$ cat src/rtl/sel_pkg.sv
// Shared constants and types for the repeater configuration host
package sel_pkg;
   // Timing
   localparam int CLK_PERIOD_NS = 8;
   localparam int SCL_PERIOD_NS = 2500;
   localparam int SCL_QTR_NS    = SCL_PERIOD_NS / 4;
   localparam int SCL_QTR_CYC   = (SCL_QTR_NS + CLK_PERIOD_NS - 1) / CLK_PERIOD_NS;
   localparam int QCNT_W        = 7;
   // Host register offsets
   localparam logic [7:0] OFF_CTRL  = 8'h00;
   localparam logic [7:0] OFF_ADDR  = 8'h04;
   localparam logic [7:0] OFF_WDATA = 8'h08;
   localparam logic [7:0] OFF_RDATA = 8'h0c;
   localparam logic [7:0] OFF_STAT  = 8'h10;
   localparam logic [2:0] HSIZE_WORD = 3'h2;
   // Field positions
   localparam int CTRL_GO    = 0;
   localparam int CTRL_RD    = 1;
   localparam int CTRL_CNT   = 2;
   localparam int CTRL_LDREQ = 8;
   localparam int ADDR_DEV   = 0;
   localparam int ADDR_REG   = 8;
   localparam int STAT_BUSY  = 0;
   localparam int STAT_DONE  = 1;
   localparam int STAT_NACK  = 2;
   localparam int STAT_LDOK  = 3;
   localparam int STAT_REFU  = 4;
   // Reset values
   localparam logic [6:0] DEV_RST = 7'h18;
   // Device register map and bus addresses
   localparam logic [7:0] DEV_REG_CHAN_SEL = 8'hfc;
   localparam logic [7:0] DEV_REG_PAGE_SEL = 8'hff;
   localparam int         PAGE_CHAN_BIT    = 0;
   localparam int         PAGE_QUAD_LSB    = 4;
   localparam logic [7:0] EEPROM_ADDR8     = 8'ha0;

   typedef enum logic [1:0] {BC_START, BC_STOP, BC_BIT} sel_bcmd_t;

   typedef enum logic [3:0] {
      S_IDLE, S_START, S_ADDR_W, S_REG, S_WDATA, S_RSTART, S_ADDR_R, S_RDATA, S_STOP
   } sel_state_t;
endpackage

$ cat src/rtl/sel_bit_eng.sv
// Bit-slot engine for the open-drain bus: start, stop and one data bit
module sel_bit_eng
   import sel_pkg::*;
#(
   parameter int QTR_CYC = SCL_QTR_CYC
) (
   // Clock and reset
   input  wire logic      i_core_clk,
   input  wire logic      i_srst,
   // Command
   input  wire logic      i_cmd_valid,
   input  wire sel_bcmd_t i_cmd,
   input  wire logic      i_bit,
   output logic           o_ready,
   output logic           o_done,
   output logic           o_rbit,
   // Bus lines
   input  wire logic      i_scl,
   input  wire logic      i_sda,
   output logic           o_scl_oe,
   output logic           o_sda_oe
);
   localparam logic [QCNT_W-1:0] QTR_M1 = QCNT_W'(QTR_CYC - 1);

   typedef struct packed {
      logic              scl_m;
      logic              scl_s;
      logic              sda_m;
      logic              sda_s;
      logic              busy;
      sel_bcmd_t         cmd;
      logic [1:0]        ph;
      logic [QCNT_W-1:0] cnt;
      logic              scl_oe;
      logic              sda_oe;
      logic              done;
      logic              rbit;
   } sel_eng_t;

   sel_eng_t q;
   sel_eng_t d;
   logic     step;

   always_comb begin
      d       = q;
      d.scl_m = i_scl;
      d.scl_s = q.scl_m;
      d.sda_m = i_sda;
      d.sda_s = q.sda_m;
      d.done  = 1'b0;
      // Quarter period, held in phase 1 while a slave stretches the clock
      step = (q.cnt == QTR_M1) && (q.ph != 2'd1 || q.scl_s);
      if (!q.busy) begin
         if (i_cmd_valid) begin
            d.busy = 1'b1;
            d.cmd  = i_cmd;
            d.ph   = 2'd0;
            d.cnt  = '0;
            unique case (i_cmd)
               BC_START: d.sda_oe = 1'b0;
               BC_STOP:  d.sda_oe = 1'b1;
               default:  d.sda_oe = !i_bit;
            endcase
         end
      end else if (!step) begin
         if (q.cnt != QTR_M1) begin
            d.cnt = q.cnt + 1'b1;
         end
      end else begin
         d.cnt = '0;
         d.ph  = q.ph + 2'd1;
         unique case (q.ph)
            2'd0: d.scl_oe = 1'b0;
            2'd1: begin
               if (q.cmd == BC_START) begin
                  d.sda_oe = 1'b1;
               end else if (q.cmd == BC_STOP) begin
                  d.sda_oe = 1'b0;
               end else begin
                  d.rbit = q.sda_s;
               end
            end
            2'd2: d.scl_oe = (q.cmd != BC_STOP);
            2'd3: begin
               d.busy = 1'b0;
               d.done = 1'b1;
            end
         endcase
      end
   end

   always_ff @(posedge i_core_clk) begin
      if (i_srst) begin
         q <= '0;
      end else begin
         q <= d;
      end
   end

   assign o_ready  = !q.busy;
   assign o_done   = q.done;
   assign o_rbit   = q.rbit;
   assign o_scl_oe = q.scl_oe;
   assign o_sda_oe = q.sda_oe;
endmodule

$ cat src/rtl/sel_host.sv
// Bus host that drives the repeater's self-load pins and its register port
module sel_host
   import sel_pkg::*;
#(
   parameter logic P_STRAP_HIGH = 1'b0,
   parameter int   QTR_CYC      = SCL_QTR_CYC
) (
   // Clock and reset
   input  wire logic        i_core_clk,
   input  wire logic        i_srst,
   // AHB-Lite slave
   input  wire logic        i_hsel,
   input  wire logic [31:0] i_haddr,
   input  wire logic [1:0]  i_htrans,
   input  wire logic        i_hwrite,
   input  wire logic [2:0]  i_hsize,
   input  wire logic [31:0] i_hwdata,
   input  wire logic        i_hready,
   output logic             o_hreadyout,
   output logic [31:0]      o_hrdata,
   output logic             o_hresp,
   // Open-drain bus lines
   input  wire logic        i_scl,
   output logic             o_scl,
   output logic             o_scl_oe,
   input  wire logic        i_sda,
   output logic             o_sda,
   output logic             o_sda_oe,
   // Self-load handshake and strap
   output logic             o_load_req_n,
   input  wire logic        i_load_done_n,
   output logic             o_strap,
   output logic             o_strap_oe
);
   typedef struct packed {
      logic        ld_m;
      logic        ld_s;
      logic        rd;
      logic [1:0]  cnt;
      logic        ldreq;
      logic [6:0]  dev;
      logic [7:0]  regad;
      logic [31:0] wdata;
      logic [31:0] rdata;
      logic        done_f;
      logic        nack_f;
      logic        refused_f;
      sel_state_t  st;
      logic [3:0]  bitn;
      logic [7:0]  sh;
      logic [1:0]  idx;
      logic        issued;
      logic        eng_v;
      sel_bcmd_t   eng_cmd;
      logic        eng_bit;
      logic        aw_v;
      logic [7:0]  aw_addr;
      logic        hready;
      logic [31:0] hrdata;
      logic        hresp;
      logic        pin_lo;
      logic        load_req_n;
      logic        strap_oe;
   } sel_host_t;

   sel_host_t   q;
   sel_host_t   d;
   logic        eng_ready;
   logic        eng_done;
   logic        eng_rbit;
   logic        dev_busy;
   logic        byte_end;
   logic        last;
   logic [1:0]  nidx;
   logic [31:0] rdv;

   sel_bit_eng #(
      .QTR_CYC (QTR_CYC)
   ) u_eng (
      .i_core_clk  (i_core_clk),
      .i_srst      (i_srst),
      .i_cmd_valid (q.eng_v),
      .i_cmd       (q.eng_cmd),
      .i_bit       (q.eng_bit),
      .o_ready     (eng_ready),
      .o_done      (eng_done),
      .o_rbit      (eng_rbit),
      .i_scl       (i_scl),
      .i_sda       (i_sda),
      .o_scl_oe    (o_scl_oe),
      .o_sda_oe    (o_sda_oe)
   );

   always_comb begin
      d        = q;
      // While the load request bit is set, the device owns the bus until its done pin is seen low
      dev_busy = q.ldreq && q.ld_s;
      byte_end = eng_done && (q.bitn == 4'd8);
      last     = (q.idx == q.cnt);
      nidx     = q.idx + 2'd1;
      d.ld_m   = i_load_done_n;
      d.ld_s   = q.ld_m;
      d.eng_v  = 1'b0;
      d.hready = 1'b1;
      d.aw_v   = 1'b0;
      d.strap_oe = P_STRAP_HIGH;

      rdv = '0;
      unique case (i_haddr[7:0])
         OFF_CTRL: begin
            rdv[CTRL_RD]       = q.rd;
            rdv[CTRL_CNT +: 2] = q.cnt;
            rdv[CTRL_LDREQ]    = q.ldreq;
         end
         OFF_ADDR: begin
            rdv[ADDR_DEV +: 7] = q.dev;
            rdv[ADDR_REG +: 8] = q.regad;
         end
         OFF_WDATA: rdv = q.wdata;
         OFF_RDATA: rdv = q.rdata;
         OFF_STAT: begin
            rdv[STAT_BUSY] = (q.st != S_IDLE);
            rdv[STAT_DONE] = q.done_f;
            rdv[STAT_NACK] = q.nack_f;
            rdv[STAT_LDOK] = !q.ld_s;
            rdv[STAT_REFU] = q.refused_f;
         end
         default: rdv = '0;
      endcase

      // Address phase: read data is captured here for the data phase
      if (i_hsel && i_htrans[1] && i_hready) begin
         d.aw_v    = i_hwrite && (i_hsize == HSIZE_WORD);
         d.aw_addr = i_haddr[7:0];
         d.hrdata  = i_hwrite ? '0 : rdv;
      end

      // Data phase of a write; flag clears come before hardware sets
      if (q.aw_v) begin
         unique case (q.aw_addr)
            OFF_CTRL: begin
               d.ldreq = i_hwdata[CTRL_LDREQ];
               if (q.st == S_IDLE) begin
                  d.rd  = i_hwdata[CTRL_RD];
                  d.cnt = i_hwdata[CTRL_CNT +: 2];
               end
               if (i_hwdata[CTRL_GO]) begin
                  if (q.st == S_IDLE && !dev_busy) begin
                     d.st   = S_START;
                     d.idx  = '0;
                     d.bitn = '0;
                  end else begin
                     d.refused_f = 1'b1;
                  end
               end
            end
            OFF_ADDR: begin
               d.dev   = i_hwdata[ADDR_DEV +: 7];
               d.regad = i_hwdata[ADDR_REG +: 8];
            end
            OFF_WDATA: d.wdata = i_hwdata;
            OFF_STAT: begin
               d.done_f    = q.done_f && !i_hwdata[STAT_DONE];
               d.nack_f    = q.nack_f && !i_hwdata[STAT_NACK];
               d.refused_f = d.refused_f && !i_hwdata[STAT_REFU];
            end
            default: ;
         endcase
      end
      d.load_req_n = !d.ldreq;

      // Hand the next slot to the engine
      if (q.st != S_IDLE && !q.issued && eng_ready) begin
         d.issued  = 1'b1;
         d.eng_v   = 1'b1;
         d.eng_cmd = BC_BIT;
         d.eng_bit = 1'b1;
         if (q.st == S_START || q.st == S_RSTART) begin
            d.eng_cmd = BC_START;
         end else if (q.st == S_STOP) begin
            d.eng_cmd = BC_STOP;
         end else if (q.bitn != 4'd8) begin
            d.eng_bit = (q.st == S_RDATA) ? 1'b1 : q.sh[7];
         end else if (q.st == S_RDATA) begin
            d.eng_bit = last;
         end
      end

      if (eng_done) begin
         d.issued = 1'b0;
         unique case (q.st)
            S_START: begin
               d.st = S_ADDR_W;
               d.sh = {q.dev, 1'b0};
            end
            S_RSTART: begin
               d.st = S_ADDR_R;
               d.sh = {q.dev, 1'b1};
            end
            S_STOP: begin
               d.st     = S_IDLE;
               d.done_f = 1'b1;
            end
            S_ADDR_W, S_REG, S_WDATA, S_ADDR_R, S_RDATA: begin
               d.bitn = q.bitn + 4'd1;
               d.sh   = {q.sh[6:0], eng_rbit};
               if (byte_end) begin
                  d.bitn = '0;
                  d.sh   = q.sh;
                  if (q.st == S_RDATA) begin
                     d.rdata[{q.idx, 3'b000} +: 8] = q.sh;
                     d.idx = nidx;
                     if (last) begin
                        d.st = S_STOP;
                     end
                  end else if (eng_rbit) begin
                     d.st     = S_STOP;
                     d.nack_f = 1'b1;
                  end else if (q.st == S_ADDR_W) begin
                     d.st = S_REG;
                     d.sh = q.regad;
                  end else if (q.st == S_ADDR_R) begin
                     d.st  = S_RDATA;
                     d.idx = '0;
                  end else if (q.st == S_REG && q.rd) begin
                     d.st = S_RSTART;
                  end else if (q.st == S_REG || !last) begin
                     // No re-addressing: the device steps its own pointer
                     d.st  = S_WDATA;
                     d.idx = (q.st == S_REG) ? 2'd0 : nidx;
                     d.sh  = q.wdata[{d.idx, 3'b000} +: 8];
                  end else begin
                     d.st = S_STOP;
                  end
               end
            end
            default: ;
         endcase
      end
   end

   always_ff @(posedge i_core_clk) begin
      if (i_srst) begin
         q            <= '0;
         // Done pin idles high, so the synchroniser starts at that level
         q.ld_m       <= 1'b1;
         q.ld_s       <= 1'b1;
         q.dev        <= DEV_RST;
         q.load_req_n <= 1'b1;
      end else begin
         q <= d;
      end
   end

   assign o_hreadyout  = q.hready;
   assign o_hrdata     = q.hrdata;
   assign o_hresp      = q.hresp;
   assign o_scl        = q.pin_lo;
   assign o_sda        = q.pin_lo;
   assign o_load_req_n = q.load_req_n;
   assign o_strap      = q.strap_oe;
   assign o_strap_oe   = q.strap_oe;
endmodule

$ cat config.mk
export PLATFORM = sky130hd
export DESIGN_NAME = sel_host
export DESIGN_NICKNAME = d
export VERILOG_FILES = /design/src/rtl/sel_pkg.sv /design/src/rtl/sel_bit_eng.sv /design/src/rtl/sel_host.sv
export SDC_FILE = /design/constraint.sdc
export NUM_CORES = 1
export LEC_CHECK = 0
export ABC_AREA = 1
export BUFFER_PORTS_ARGS = -buffer_cell sky130_fd_sc_hd__buf_2
export CAP_MARGIN = 20
export CORE_MARGIN = 2
export CORE_UTILIZATION = 50
export DETAILED_ROUTE_END_ITERATION = 16
export PLACE_DENSITY = 0.73
export SYNTH_ARGS = -nofsm -noshare
export SYNTH_HDL_FRONTEND = slang
export SYNTH_HIERARCHICAL = 1
export SYNTH_SLANG_ARGS = --single-unit
$ cat constraint.sdc
create_clock -name i_core_clk -period 4.7 [get_ports i_core_clk]
set_clock_uncertainty 0.2 [all_clocks]
set_input_delay 0.47 -clock i_core_clk [delete_from_list [all_inputs] [get_ports i_core_clk]]
set_output_delay 0.47 -clock i_core_clk [all_outputs]
set_load 0.02 [all_outputs]
==> summary.md <==
| Metric | Value |
|---|---|
| DR vias/cell | 5.45 |
| Pwr per Cell Area | 316 nW/um2 |
| Critical Path Max Stage Delay | 0.59 ns |
| Reg clk slew, reported paths | 0.07 ns |
| Rows | 47 |
| Via count | 8097 |
| GPL Wtd Cong | 0.930 |
| Die ar. | between 15000 and 20000 um2 |
| Seq pwr share | 0.496 |
| DPL Wire Length | 16000 um |
| HP Class | input pin to flip-flop |
| Crit-path max FO | 19 |
| Max-slew violation count | 0 |
| Routed len/inst | 15.4 um |
| Clock net sink count | approximately 170 |
| Final setup margin | 2.03 ns |
| Drt drc | 0 |
| Worst-Margin Slew | 1.02 ns |
| Maximum clock insertion buffer count | 2 |
| Global-route wire length before repair | 36900 um |
| Pint | 2.28 mW |
| Setup Fix Bufs, Post-CTS | 0 |
| Slowest-stage cell, CP | nor2_2 |
| Ys flop type | dfxtp_1 |
| Top Family by Delay on Critical Path | simple AND/OR/NAND/NOR gates |
| Reg2reg setup slack | 2.03 ns |
| Final setup fails | 0 |
| Num ports | 118 |
| FF-to-FF Start | q[61] |
| Reported net switching power | 0.706 mW |
| Data required time of the critical path | 4.83 ns |
| WP depth | 10 |
| Synth cell types | 45 |
| Cell Chain, Critical Path | inv_1 -> ha_1 -> nand3_1 -> nor2_2 -> nand2_2 -> inv_2 -> nand2_1 -> clkinv_1 -> o21ai_0 -> o211a_1 |
| Syn Area/Cell | 7.03 um2 |
| Outcome | finished, final reports clean |
| Final-stage net count | 1344 |
| Share of layout cells above drive strength 1 | 0.137 |
| Mapped Cells | ~1200 |
| Area Overhead vs Synth | 10.5% |
| Crit end category | flip-flop |
| H-Tree Depth | 4 |
| GRT Util Overall | 0.257 |
| Crit Path Category | flip-flop to flip-flop |
| CP Capture Point | q[87] |
| IO buf count | 87 |
| Data arrival, critical path | 2.80 ns |
| Final WL | between 20000 and 25000 um |
| Placement Setup Slack | around 1.8 ns |
| RSZ-0062 raised after global routing | false |
| Initial antenna violation count | 0 |
| Pre-Repair DR Iteration Count | 6 |
| Num CTS Buffers | 17 |
| Hold_sp | i_scl |
| Switching Share | 0.236 |
| N_diodes | 0 |
| Die H | 135 um |
| Worst path bufs/invs | 3 |
| Logic pwr share | 0.035 |
| FMAX | 0.375 GHz |
| Clock power frac | 0.469 |
| Hold WS | 0.0324 ns |
| Synth Register Bits | 174 |
| Clk Latency, worst-skew pair | 0.44 ns |
| Overflow after GRT | 0 |
| Die width | 135 um |
| DRT antenna net count | 0 |
| Minimum clock period | around 2.7 ns |
| Max Cap Violations | 0 |
| Setup_tns | 0 ns |
| Ys Warns | 6 |
| EDFF count, synth | 0 |
| Largest net degree at the start of global routing | 72 |
| Crit share post-route | 0.568 |
| Root buffer cell | clkbuf_16 |
| Normalized max-slew margin | 0.316 |
| Asr flop ratio synth | 0 |
| CTS tree | done |
| R2R depth | 10 |
| Synthesized cell area | 8560 um2 |
| Initial core utilization | 0.514 |
| Drt initial violations | 812 |
| Core area | 16600 um2 |
| Vias in the first global route | 7346 |
| Sequential area share after synthesis | 0.407 |
| Crit path launch | q[61] |
| Type of origin of the critical path | flip-flop |
| Reg-to-reg endpoint | q[87] |
| Lkg Pwr | approximately 4 nW |
| Peak VDD IR | 0.000242 V |
| Final Hold Viols | 0 |
[cell usage after synthesis, types with 2 or more instances]
cell type	number	area, um2
clkinv_1	3	11.3
ha_1	13	163
nand2_1	264	991
clkbuf_1	33	124
nand2_4	3	33.8
o221ai_1	3	26.3
nand3b_1	2	15.0
nor2_4	2	22.5
o22ai_1	6	37.5
nor3_1	7	35.0
buf_4	42	315
inv_1	145	544
buf_2	4	20.0
nand3_1	54	270
xnor2_1	2	17.5
xor2_1	2	17.5
nor2_2	6	37.5
o21ai_1	11	55.1
buf_6	3	33.8
nand4_1	5	31.3
dfxtp_1	174	3480
a21oi_1	151	756
a22o_1	6	52.6
o211a_1	12	120
a211oi_1	3	22.5
inv_2	13	48.8
nand2_2	12	75.1
a22oi_1	2	15.0
or2_2	4	25.0
o21ai_0	130	651
o211ai_1	10	75.1
o31ai_1	4	30.0
nor2_1	75	282
[metrics by stage]
stage | power (mW) | area, um2 | utilization | std cells
after floorplan | 1.58 | 8570 | - | 1222
after global placement | 1.62 | 8850 | 0.532 | 1453
after detailed placement | 1.62 | 8850 | 0.532 | 1453
after CTS | 3.01 | 9440 | 0.567 | 1486
after global routing | 3.08 | 9450 | 0.568 | 1487
final | 2.99 | 9450 | 0.568 | 1487
[flip-flops by register name (all words and copies together), names as in the netlist]
| name | flops |
|---|---|
| q | 119 |
| o_load_req_n | 1 |
| u_eng/d | 2 |
| o_hrdata | 32 |
| o_hreadyout | 1 |
| u_eng/o_scl_oe | 1 |
| u_eng/o_rbit | 1 |
| u_eng/o_done | 1 |
| u_eng/o_sda_oe | 1 |
| d | 1 |
| u_eng/q | 14 |
[cell usage in the layout (no fill, tap or decap), types with 4 or more instances in the layout]
master     count
conb_1         5
o211ai_1      10
buf_4          7
ha_1          13
o31ai_1        4
inv_2         14
o22ai_1        6
nor2_1        75
dfxtp_1      174
nor3_1         7
nand2_1      264
a22o_1         6
clkbuf_16     17
o211a_1       12
o21ai_0      130
inv_1        145
o21ai_1       11
or2_2          4
nand2_2       12
a21oi_1      151
buf_2         87
nand3_1       53
nand4_1        5
nor2_2         6
[worst min-delay path: stages]
cell    delay, ns
buf_2        0.07
inv_1        0.03
nor2_1       0.07
[worst min-delay path by stage]
stage / endpoint / slack (ns) / depth (start not counted)
detailed placement: q[155] / 0.19 / 1
CTS: q[45] / 0.005 / 2
global route: u_eng/d[18] / 0.05 / 3
finish: u_eng/d[18] / 0.03 / 3
floorplan: u_eng/q[16] / 0.19 / 2
global placement: u_eng/q[18] / 0.19 / 2
[cells by family (layout without fill, tap and decap cells)]
| family | count (synthesis) | count (layout) | share of synthesized area |
|---|---|---|---|
| XOR/XNOR | 4 | 4 | 0.00409 |
| buffers and inverters | 244 | 289 | 0.129 |
| other | 1 | 5 | 0.000438 |
| AND/OR/NAND/NOR | 438 | 438 | 0.218 |
| flip-flops | 174 | 174 | 0.407 |
| AO/OA/AOI/OAI | 344 | 344 | 0.223 |
| adder cells (fa/ha/maj) | 13 | 13 | 0.0190 |
[per-layer routing]
metal | up-vias | part of all wire | global-route usage
met5 | - | 0 | 0
met4 | 0 | 0.017 | 0.0860
met3 | 39 | 0.081 | 0.0556
met2 | 321 | 0.45 | 0.397
met1 | 3737 | 0.46 | 0.357
li1 | 4000 | - | -
[final cells by class]
type | instances | area (um2)
Inverter | 161 | 604
Clock inverter | 13 | 129
Tap cell | 220 | 275
Fill cell | 1590 | 7190
Sequential cell | 174 | 3480
Multi-Input combinational cell | 804 | 4000
Clock buffer | 19 | 453
Timing Repair Buffer | 96 | 508
[what timing repair did]
action                    in CTS  in global routing
hold endpoints to repair       1                  1
hold buffers                   1                  1
gates resized for setup        0                  0
[power by group through the flow]
stage,clock network [mW],logic (mW),registers (mW)
CTS,1.42,0.103,1.48
global route,1.48,0.116,1.48
global placement,0,0.101,1.52
floorplan,0,0.0631,1.52
detailed placement,0,0.102,1.52
finish,1.40,0.104,1.48
No activity file was read; power rests on OpenSTA's default activity.
